File: src/common/drt_map.svh
// Purpose: Offsets, field positions, fixed values of the directory block
// Assumes: Byte offsets within one 4KB block, word aligned
// Notes:   Definitions only
`ifndef DRT_MAP_SVH
`define DRT_MAP_SVH

// Register byte offsets
`define DRT_OFS_LAST_ENTRY 12'hEFC
`define DRT_OFS_MEMKIND    12'hFCC
`define DRT_OFS_PID4       12'hFD0
`define DRT_OFS_PID5       12'hFD4
`define DRT_OFS_PID6       12'hFD8
`define DRT_OFS_PID7       12'hFDC
`define DRT_OFS_PID0       12'hFE0
`define DRT_OFS_PID1       12'hFE4
`define DRT_OFS_PID2       12'hFE8
`define DRT_OFS_PID3       12'hFEC
`define DRT_OFS_CID0       12'hFF0
`define DRT_OFS_CID1       12'hFF4
`define DRT_OFS_CID2       12'hFF8
`define DRT_OFS_CID3       12'hFFC

// Directory geometry
`define DRT_MAX_ENTRIES    960
`define DRT_OFS_FIELD_W    20

// Entry field positions
`define DRT_ENT_PRESENT_BIT 0
`define DRT_ENT_PVALID_BIT  2
`define DRT_ENT_PID_LSB     4
`define DRT_ENT_PID_MSB     8

// Fixed identification values
`define DRT_CID0_VAL   8'h0D
`define DRT_CID1_PRE   4'h0
`define DRT_CID1_CLASS 4'h1
`define DRT_CID2_VAL   8'h05
`define DRT_PID2_JEDEC 1'b1
`define DRT_PID4_SIZE  4'h0
`define DRT_SYSTEM_MEMORY_ON_BUS_RST 1'b0

`endif

File: src/common/drt_pkg.sv
// Purpose: Types shared by the directory block
// Assumes: 32-bit entry words
// Notes:   Offsets and values live in drt_map.svh
package drt_pkg;

    // One directory entry word
    typedef struct packed {
        logic [19:0] offset;      // Component offset, two's complement
        logic [2:0]  rsvd_hi;     // Reads zero
        logic [4:0]  pwr_id;      // Power domain number
        logic        rsvd_lo;     // Reads zero
        logic        pwr_valid;   // Domain number valid
        logic        fmt;         // 32-bit format, reads one
        logic        present;     // Entry present
    } drt_entry_t;

    // Designer code split into its three fields
    typedef struct packed {
        logic [3:0] cont;         // Continuation code
        logic [2:0] id_hi;        // Identity bits 6:4
        logic [3:0] id_lo;        // Identity bits 3:0
    } drt_designer_t;

endpackage : drt_pkg

File: src/hdl/drt_rom_table.sv
// Purpose: Debug component directory with identification registers
// Assumes: APB slave, zero wait states, one 4KB block
// Notes:   All registers read-only, writes accepted and dropped
//
// Function
// - Component ident bytes 0x0D, class 0x1, 0x05
// - Component ident words at 0xFF0 to 0xFFC
// - Memory kind register 0xFCC, bit 0 only
// - Bit 0 set when system memory shares bus
// - Avoid reporting system memory; zero always allowed
// - Peripheral ident words at 0xFD0 to 0xFEC
// - Part number, designer code, JEDEC bit layout
// - Revision, customer modified, metal fix fields
// - Size field zero: one 4KB block
// - No domain numbers on requesters or without one
// - Requester shares the directory's power domain
// - Five-bit domain, zero unless valid
// - Bit 0 of entry marks presence
//
// Decided for this implementation: the APB interface to the registers.
`include "drt_map.svh"
module drt_rom_table #(
    parameter int              N_ENTRIES    = 3,
    parameter logic [N_ENTRIES*20-1:0] OFFSETS = {20'h00003, 20'h00002, 20'h00001},
    parameter logic [N_ENTRIES-1:0]    PRESENT = 3'b111,
    parameter logic [N_ENTRIES-1:0]    PVALID  = 3'b110,
    parameter logic [N_ENTRIES*5-1:0]  PIDS    = {5'h01, 5'h00, 5'h00},
    parameter logic [N_ENTRIES-1:0]    REQ     = 3'b001,
    parameter logic            ALLOW_SYSTEM_MEMORY_ON_BUS = `DRT_SYSTEM_MEMORY_ON_BUS_RST,
    parameter logic [11:0]     PART_NUM     = 12'h001, // Arbitrary value
    parameter logic [6:0]      DESIGNER_ID  = 7'h01,   // Arbitrary value
    parameter logic [3:0]      DESIGNER_CNT = 4'h0,    // Arbitrary value
    parameter logic [3:0]      REVISION     = 4'h0,
    parameter logic [3:0]      CUST_MOD     = 4'h0,
    parameter logic [3:0]      METAL_FIX    = 4'h0,
    parameter logic [7:0]      CID3_VAL     = 8'h00    // Arbitrary value
) (
    input  wire logic        pclk,
    input  wire logic        presetn,
    input  wire logic        psel,
    input  wire logic        penable,
    input  wire logic        pwrite,
    input  wire logic [11:0] paddr,
    input  wire logic [31:0] pwdata,
    output logic      [31:0] prdata,
    output logic             pready,
    output logic             pslverr,
    input  wire logic        system_memory_on_bus_pin
);
    import drt_pkg::*;

    ////////////////////////////////////////////////////////////////
    // Declarations
    logic          system_memory_on_bus_meta;   // First synchroniser stage
    logic          system_memory_on_bus_sync;   // Second synchroniser stage
    logic          system_memory_on_bus; // Reported bit
    drt_entry_t    entry_word;    // Entry at current index
    drt_designer_t designer;      // Designer code fields
    logic [11:0]   word_addr;     // Aligned byte address
    logic          setup_phase;   // APB setup cycle
    logic          write_seen;    // Write data has a bit set

    assign word_addr   = {paddr[11:2], 2'b00};
    assign setup_phase = psel && !penable;
    assign designer    = {DESIGNER_CNT, DESIGNER_ID[6:4], DESIGNER_ID[3:0]};
    assign write_seen  = |pwdata;

    ////////////////////////////////////////////////////////////////
    // Strap synchroniser for the system memory pin
    always_ff @(posedge pclk or negedge presetn) begin
        if (!presetn) begin
            system_memory_on_bus_meta <= `DRT_SYSTEM_MEMORY_ON_BUS_RST;
            system_memory_on_bus_sync <= `DRT_SYSTEM_MEMORY_ON_BUS_RST;
        end else begin
            system_memory_on_bus_meta <= system_memory_on_bus_pin;
            system_memory_on_bus_sync <= system_memory_on_bus_meta;
        end
    end

    // Deprecated setting only reported when built to allow it
    assign system_memory_on_bus = ALLOW_SYSTEM_MEMORY_ON_BUS & system_memory_on_bus_sync;

    ////////////////////////////////////////////////////////////////
    // Directory entries
    drt_entry_table #(
        .N_ENTRIES (N_ENTRIES),
        .OFFSETS   (OFFSETS),
        .PRESENT   (PRESENT),
        .PVALID    (PVALID),
        .PIDS      (PIDS),
        .REQ       (REQ)
    ) u_entries (
        .index      (paddr[11:2]),
        .entry_word (entry_word)
    );

    ////////////////////////////////////////////////////////////////
    // Read decode
    function automatic logic [31:0] read_word(input logic [11:0] a);
        logic [31:0] w;
        w = 32'h0000_0000;
        unique case (a)
            // Memory kind, bits 31:1 zero
            `DRT_OFS_MEMKIND: w = {31'h0, system_memory_on_bus};
            // Designer continuation and size
            `DRT_OFS_PID4: w = {24'h0, `DRT_PID4_SIZE, designer.cont};
            // Upper peripheral words read zero
            `DRT_OFS_PID5, `DRT_OFS_PID6, `DRT_OFS_PID7: w = 32'h0;
            // Part number low byte
            `DRT_OFS_PID0: w = {24'h0, PART_NUM[7:0]};
            // Designer low bits and part number high
            `DRT_OFS_PID1: w = {24'h0, designer.id_lo, PART_NUM[11:8]};
            // Revision, JEDEC flag, designer high bits
            `DRT_OFS_PID2: w = {24'h0, REVISION, `DRT_PID2_JEDEC,
                                designer.id_hi};
            // Metal fix and customer modified
            `DRT_OFS_PID3: w = {24'h0, METAL_FIX, CUST_MOD};
            // Component ident preamble and class
            `DRT_OFS_CID0: w = {24'h0, `DRT_CID0_VAL};
            `DRT_OFS_CID1: w = {24'h0, `DRT_CID1_CLASS, `DRT_CID1_PRE};
            `DRT_OFS_CID2: w = {24'h0, `DRT_CID2_VAL};
            `DRT_OFS_CID3: w = {24'h0, CID3_VAL};
            default: begin
                // Entry area; reserved area reads zero
                if (a <= `DRT_OFS_LAST_ENTRY) begin
                    w = entry_word;
                end
            end
        endcase
        return w;
    endfunction : read_word

    ////////////////////////////////////////////////////////////////
    // Read data register, loaded in the setup cycle
    always_ff @(posedge pclk or negedge presetn) begin
        if (!presetn) begin
            prdata <= 32'h0000_0000;
        end else if (setup_phase) begin
            // Writes load zero, nothing is stored
            if (pwrite) begin
                prdata <= 32'h0000_0000;
            end else begin
                prdata <= read_word(word_addr);
            end
        end
    end

    // Zero wait states, never an error
    assign pready  = 1'b1;
    assign pslverr = 1'b0;

    ////////////////////////////////////////////////////////////////
    // Assertion helpers
    logic rd_acc;  // Read access phase
    logic wr_acc;  // Write access phase
    logic in_dir;  // Address in entry area
    logic is_req;  // Address names a requester entry
    assign rd_acc = psel && penable && !pwrite;
    assign wr_acc = psel && penable && pwrite;
    assign in_dir = word_addr <= `DRT_OFS_LAST_ENTRY;
    assign is_req = (int'(paddr[11:2]) < N_ENTRIES) &&
                    REQ[paddr[11:2] % N_ENTRIES];

    ////////////////////////////////////////////////////////////////
    // Assertions
    a_cid_preamble0: assert property (
        @(posedge pclk) disable iff (!presetn)
        rd_acc && word_addr == `DRT_OFS_CID0 |-> prdata == 32'h0000_000D)
        else $error("component ident word0 wrong");

    a_cid_class_one: assert property (
        @(posedge pclk) disable iff (!presetn)
        rd_acc && word_addr == `DRT_OFS_CID1 |-> prdata == 32'h0000_0010)
        else $error("component class field wrong");

    a_cid_block_end: assert property (
        @(posedge pclk) disable iff (!presetn)
        setup_phase && !pwrite && word_addr == `DRT_OFS_CID2
        ##1 psel && penable |-> prdata == 32'h0000_0005)
        else $error("component ident word2 wrong");

    a_memkind_upper: assert property (
        @(posedge pclk) disable iff (!presetn)
        rd_acc && word_addr == `DRT_OFS_MEMKIND |-> prdata[31:1] == 31'h0)
        else $error("memory kind upper bits not zero");

    a_memkind_system_memory_on_bus: assert property (
        @(posedge pclk) disable iff (!presetn)
        rd_acc && word_addr == `DRT_OFS_MEMKIND && $past(presetn, 3)
        |-> prdata[0] == (ALLOW_SYSTEM_MEMORY_ON_BUS && $past(system_memory_on_bus_pin, 3)))
        else $error("system memory bit not from strap");

    a_system_memory_on_bus_default: assert property (
        @(posedge pclk) disable iff (!presetn)
        rd_acc && word_addr == `DRT_OFS_MEMKIND && !ALLOW_SYSTEM_MEMORY_ON_BUS
        |-> !prdata[0])
        else $error("system memory reported while disallowed");

    a_pid_high_zero: assert property (
        @(posedge pclk) disable iff (!presetn)
        rd_acc && (word_addr == `DRT_OFS_PID5 || word_addr == `DRT_OFS_PID7)
        |-> prdata == 32'h0)
        else $error("peripheral ident high word not zero");

    a_pid_jedec_bit: assert property (
        @(posedge pclk) disable iff (!presetn)
        rd_acc && word_addr == `DRT_OFS_PID2
        |-> prdata[3] && prdata[31:8] == 24'h0)
        else $error("jedec flag or upper bits wrong");

    a_pid_revision: assert property (
        @(posedge pclk) disable iff (!presetn)
        rd_acc && word_addr == `DRT_OFS_PID3
        |-> prdata == {24'h0, METAL_FIX, CUST_MOD})
        else $error("revision fields wrong");

    a_pid_size_zero: assert property (
        @(posedge pclk) disable iff (!presetn)
        rd_acc && word_addr == `DRT_OFS_PID4 |-> prdata[31:4] == 28'h0)
        else $error("size field not zero");

    a_requester_no_dom: assert property (
        @(posedge pclk) disable iff (!presetn)
        rd_acc && (is_req || (REQ & PRESENT) == '0) |-> !prdata[2])
        else $error("requester or orphan entry has a domain");

    a_domain_raz: assert property (
        @(posedge pclk) disable iff (!presetn)
        rd_acc && in_dir && !prdata[2] |-> prdata[8:4] == 5'h00)
        else $error("domain number set without valid flag");

    a_absent_no_dom: assert property (
        @(posedge pclk) disable iff (!presetn)
        rd_acc && in_dir && !prdata[0] |-> prdata[8:2] == 7'h00)
        else $error("absent entry carries a domain");

    a_write_no_error: assert property (
        @(posedge pclk) disable iff (!presetn)
        wr_acc && write_seen |-> pready && !pslverr && prdata == 32'h0)
        else $error("write not answered cleanly");

endmodule : drt_rom_table

File: src/hdl/drt_entry_table.sv
// Purpose: Builds the directory entry word for one word index
// Assumes: Entry contents are fixed at build time
// Notes:   Pure combinational lookup
`include "drt_map.svh"
module drt_entry_table #(
    parameter int                N_ENTRIES = 3,
    parameter logic [N_ENTRIES*20-1:0] OFFSETS = {20'h00003, 20'h00002, 20'h00001},
    parameter logic [N_ENTRIES-1:0]    PRESENT = 3'b111,
    parameter logic [N_ENTRIES-1:0]    PVALID  = 3'b110,
    parameter logic [N_ENTRIES*5-1:0]  PIDS    = {5'h01, 5'h00, 5'h00},
    parameter logic [N_ENTRIES-1:0]    REQ     = 3'b001
) (
    input  wire logic [9:0]         index,
    output drt_pkg::drt_entry_t     entry_word
);
    import drt_pkg::*;

    // Any present power requester listed here
    logic has_requester;
    assign has_requester = |(REQ & PRESENT);

    ////////////////////////////////////////////////////////////////
    // Entry assembly
    function automatic drt_entry_t make_entry(input int i);
        drt_entry_t e;
        logic       pv;
        e = '0;
        // Requesters and absent entries never carry a domain
        pv = PVALID[i] & PRESENT[i] & ~REQ[i] & has_requester;
        e.offset    = OFFSETS[i*20 +: 20];
        e.fmt       = 1'b1;
        e.present   = PRESENT[i];
        e.pwr_valid = pv;
        // Domain number reads zero unless valid
        e.pwr_id    = pv ? PIDS[i*5 +: 5] : 5'h00;
        return e;
    endfunction : make_entry

    // Past the last entry the word is the zero end marker
    always_comb begin
        entry_word = '0;
        for (int i = 0; i < N_ENTRIES; i++) begin
            if (int'(index) == i) begin
                // Requester sits in this directory's own domain
                entry_word = make_entry(i);
            end
        end
    end

endmodule : drt_entry_table

File: config.mk
export PLATFORM = sky130hd
export DESIGN_NAME = drt_rom_table
export DESIGN_NICKNAME = d
export VERILOG_FILES = /design/src/common/drt_pkg.sv /design/src/hdl/drt_rom_table.sv /design/src/hdl/drt_entry_table.sv
export VERILOG_INCLUDE_DIRS = /design/src /design/src/common
export SDC_FILE = /design/constraint.sdc
export NUM_CORES = 1
export LEC_CHECK = 0
export ABC_AREA = 1
export BUFFER_PORTS_ARGS = -buffer_cell sky130_fd_sc_hd__buf_2
export CAP_MARGIN = 20
export CORE_MARGIN = 4
export CORE_UTILIZATION = 35
export CTS_BUF_LIST = sky130_fd_sc_hd__clkbuf_2
export CTS_CLUSTER_SIZE = 16
export DETAILED_ROUTE_END_ITERATION = 16
export PLACE_DENSITY = 0.95
export SYNTH_ARGS = -nofsm -noshare
export SYNTH_HDL_FRONTEND = slang
export SYNTH_SLANG_ARGS = --single-unit
File: constraint.sdc
create_clock -name pclk -period 1.9 [get_ports pclk]
set_input_delay 0.285 -clock pclk [delete_from_list [all_inputs] [get_ports pclk]]
set_output_delay 0.285 -clock pclk [all_outputs]
set_load 0.01 [all_outputs]
Yosys cells after proc, flatten, opt, wreduce, memory -nomap -nowiden --
Cells that the tools add are included.
Storage, ports and cells: bits in registers 32, bits of input ports 50, output and inout port bits 34, word-level logic and storage cells 28
Operators by class: $lt $le $gt $ge 1, eq/ne operators 15, muxes and demuxes 6, reductions and logical operators 5
Operators by type and width (number):
- case mux 32 bit (6 select lines) | 1
- == test 10 bit (second input constant) | 13
- two-way mux 32 bit | 4
- two-way mux 13 bit | 1
- less-or-equal comparator 12 bit (second input constant) | 1
- == test 10 x 2 -> 1 bit (second input constant) | 1
- == test 10 x 3 -> 1 bit (second input constant) | 1
- zero test 10 bit | 1
- OR reduction 7 bit | 1
- OR reduction 2 bit | 1
- logical AND 1 bit | 1
- zero test 1 bit | 1

Depth between registers and ports, before layout --
depth in word-level cells 7, depth in mapped cells 7, depth with buffers taken out 7

Hierarchy --
Synthesis repeated with hierarchy kept, for this count alone.
Unflattened totals: cell total of the unflattened synthesis 235, area, all modules 1850.5 sq um
Modules (own cells, without submodules):
- drt_rom_table | instances 1, cells an instance 182, area an instance 1534.0 sq um, seq. area each 800.8 sq um
- drt_entry_table | instances 1, cells an instance 53, area an instance 316.6 sq um, seq. area each 0.0 sq um

Worst setup path before layout --
OpenSTA, ideal clock, no wires.
kind input to register, start input port pwrite, end register prdata[2], setup time 0.067 ns, arrival 0.817 ns, required time 1.833 ns, slack 1.016 ns, cell stages on the path 4, path buffers 0, path through nand3b_1 nor2_1 nand4_1 nand2_1
On the way: longest elaborated chain between the ends 1
Ends and longest elaborated chain:
- start, declared | RTL line drt_rom_table.sv:42 | input wire logic pwrite,
- two-way mux 32 bit | RTL line drt_rom_table.sv:140 | if (pwrite) begin
- end signal, assigned | RTL line drt_rom_table.sv:143 | prdata <= read_word(word_addr);
- end, declared | RTL line drt_rom_table.sv:45 | output logic [31:0] prdata,
Every way passes these cells. A chain may end at the register's enable or synchronous reset.

Worst setup path in the final report --
start register prdata[2], end output port prdata[2]
No word-level cell between the ends.

==> metrics.cfg <==
[cts]
cts_max_level = 1
clkTransAtPathRegs_ns = 0.09
cts.sinks = 7
root_buffer = clkbuf_2
cts_resized = 0
cts_buffers = 3
insertion_delay_ns = 0.23
cts_buffer_depth = 2
cts_tree = done
postCtsSetupBuffers = 0

[power_and_ir_drop]
p_sw_frac = 0.333
clockPowerShare = 0.343
pwr-share-seq = 0.443
power_frac_comb = 0.214
intPower_uw = 224
powerDensity_nw_per_um2 = 478
ir_worst_vdd_mv = 0.177
p_leak_uw = 0.000460
power_switching_uw = 112

[drt]
firstDrtPassIters = 4
drc = 0
vias = 558
vias_per_cell = 3.93
ant_nets = 0
routed_wl_um = 1250
wl_per_cell_um = 8.77
drt_iter0_drc = 4

[flow_run]
max_cap_violations = 0

[synthesis]
postSynthCellCount = 93
ys_ff_latch = 7
yosys_warnings = 0
synth_area_leaders = buf_4 31%, dfrtp_1 27%, nand2_1 14%
synth_area_per_cell_um2 = 6.96
synth_cell_types = 15
synth_top_cell_area_share = 0.313
synth.yosys.seq_area_share = 0.271
syn_area_um2 = 647
synth.largest_area_cell = buf_4

[placement]
place.gp.congestion = 0.849
hpwl_um = 1110
io_buffers = 21
dp_slack_ns = 0.807

[critical_path]
critPathKind = flop to primary output
crit_buf_inv = 1
worst_setup_path_start_kind = flop
crit_fanout = 2
arrival_ns = 0.77
crit_slowest_cell = dfrtp_1
required_ns = 1.62
critical_path.top_delay_family = flip-flops
crit_path_cell_trace = buf_2
max_stage_delay_ns = 0.39
worstSetupEndpointType = primary output

[floorplan]
io_pins = 84
die_h_um = 51.0
core_area_um2 = 1750
start_util = 0.371
row_count = 15
dieArea_um2 = 2600
die_w_um = 51.0

[run_status]
outcome = complete, no violations

[sta]
hold_violations = 0
fin_crit_sh = 0.556
finalSetupTns_ns = 0
finalCriticalPeriod_ns = 1.06
rsz0062_at_grt = false
timing.fmax_mhz = 947
report.final.slew_viol_count = 0
skew_ns = 0
finalSetupViolCount = 0
setup_ws_ns = 0.844

[finish]
n_antenna_cell = 0
final_common_cell = conb_1
largest-register = prdata
final_cell_mix = 27 x conb_1, 24 x nand2_1, 21 x buf_2
syn_to_final_growth_pct = 8.90
fin_nets = 168
reg.largest.list = prdata (7)
drive_gt1_frac = 0.239
largest_register_ffs = 7

[grt]
grt_use_total = 0.102
grt_antenna_before_repair = 0
grt_pass1_wl_um = 1960
overflow = 0
grt_pass1_vias = 488
grt_start_max_net_pins = 8

[hold_path]
hp-class = primary input to flop

==> power groups by stage <==
stage          combinational, uW  clock [uW]  sequential (uW)
2_1_floorplan               85.1           0              152
3_3_place_gp                67.7           0              152
3_5_place_dp                69.4           0              152
4_1_cts                     71.0         119              149
5_1_grt                     81.7         133              149
6_report                    71.9         115              149
==> through the flow <==
stage          cell area (um2)  power (uW)  cells   util  hold WS [ns]
2_1_floorplan              741         238    118      -       -0.0106
3_3_place_gp               674         220    137  0.386         0.119
3_5_place_dp               674         222    137  0.386         0.130
4_1_cts                    704         340    142  0.404         0.364
5_1_grt                    704         364    142  0.404         0.382
6_report                   704         337    142  0.404         0.371
==> layer usage <==
layer / vias to the layer above / routed length, um / part of all wire / GRT usage
li1: 283 / - / - / -
met1: 246 / 470 / 0.38 / 0.111
met2: 27 / 619 / 0.50 / 0.167
met3: 2 / 128 / 0.10 / 0.0379
met4: 0 / 28 / 0.022 / 0.0583
met5: - / 0 / 0 / 0
==> repair_timing <==
| action | CTS | global route |
|---|---|---|
| endpoints found under the setup margin | 0 | 0 |
| hold buffers | 1 | 0 |
| endpoints found under the hold margin | 7 | 0 |
==> cell families after synthesis <==
group | after synthesis | synth area share
AO/OA/AOI/OAI | 1 | 0.0116
other | 2 | 0.0116
buffers and inverters | 35 | 0.360
AND/OR/NAND/NOR | 47 | 0.333
XOR/XNOR | 1 | 0.0135
flip-flops | 7 | 0.271
==> cell usage after synthesis <==
cell / number
buf_4: 27
conb_1: 2
dfrtp_1: 7
inv_1: 8
nand2_1: 24
nand2_2: 1
nand3_1: 6
nand3_2: 1
nand3b_1: 1
nand4_1: 4
nor2_1: 8
nor2_4: 1
nor3_1: 1
o21a_1: 1
xor2_1: 1
==> final cells by class <==
cell class / count / area (um2)
inverters: 8 / 30.0
well taps: 25 / 31.3
repair buffers: 22 / 115
fillers: 206 / 1040
multi-input cells: 76 / 333
clock buffers: 4 / 20.0
flip-flops and latches: 7 / 175
==> worst paths after layout <==
path                            slack (ns)  cells past startpoint                   from                      to
min in group asynchronous             0.40                      2                presetn   prdata[4]$_DFFE_PN0P_
worst max-delay path                  0.84                      1  prdata[2]$_DFFE_PN0P_               prdata[2]
worst min register to register        0.48                      2  prdata[3]$_DFFE_PN0P_   prdata[3]$_DFFE_PN0P_
worst max register to register        1.17                      3  prdata[2]$_DFFE_PN0P_   prdata[2]$_DFFE_PN0P_
max in group asynchronous             1.33                      2                presetn  prdata[12]$_DFFE_PN0P_
worst min-delay path                  0.37                      3               paddr[3]   prdata[4]$_DFFE_PN0P_
(Power assumes the default switching activity.)
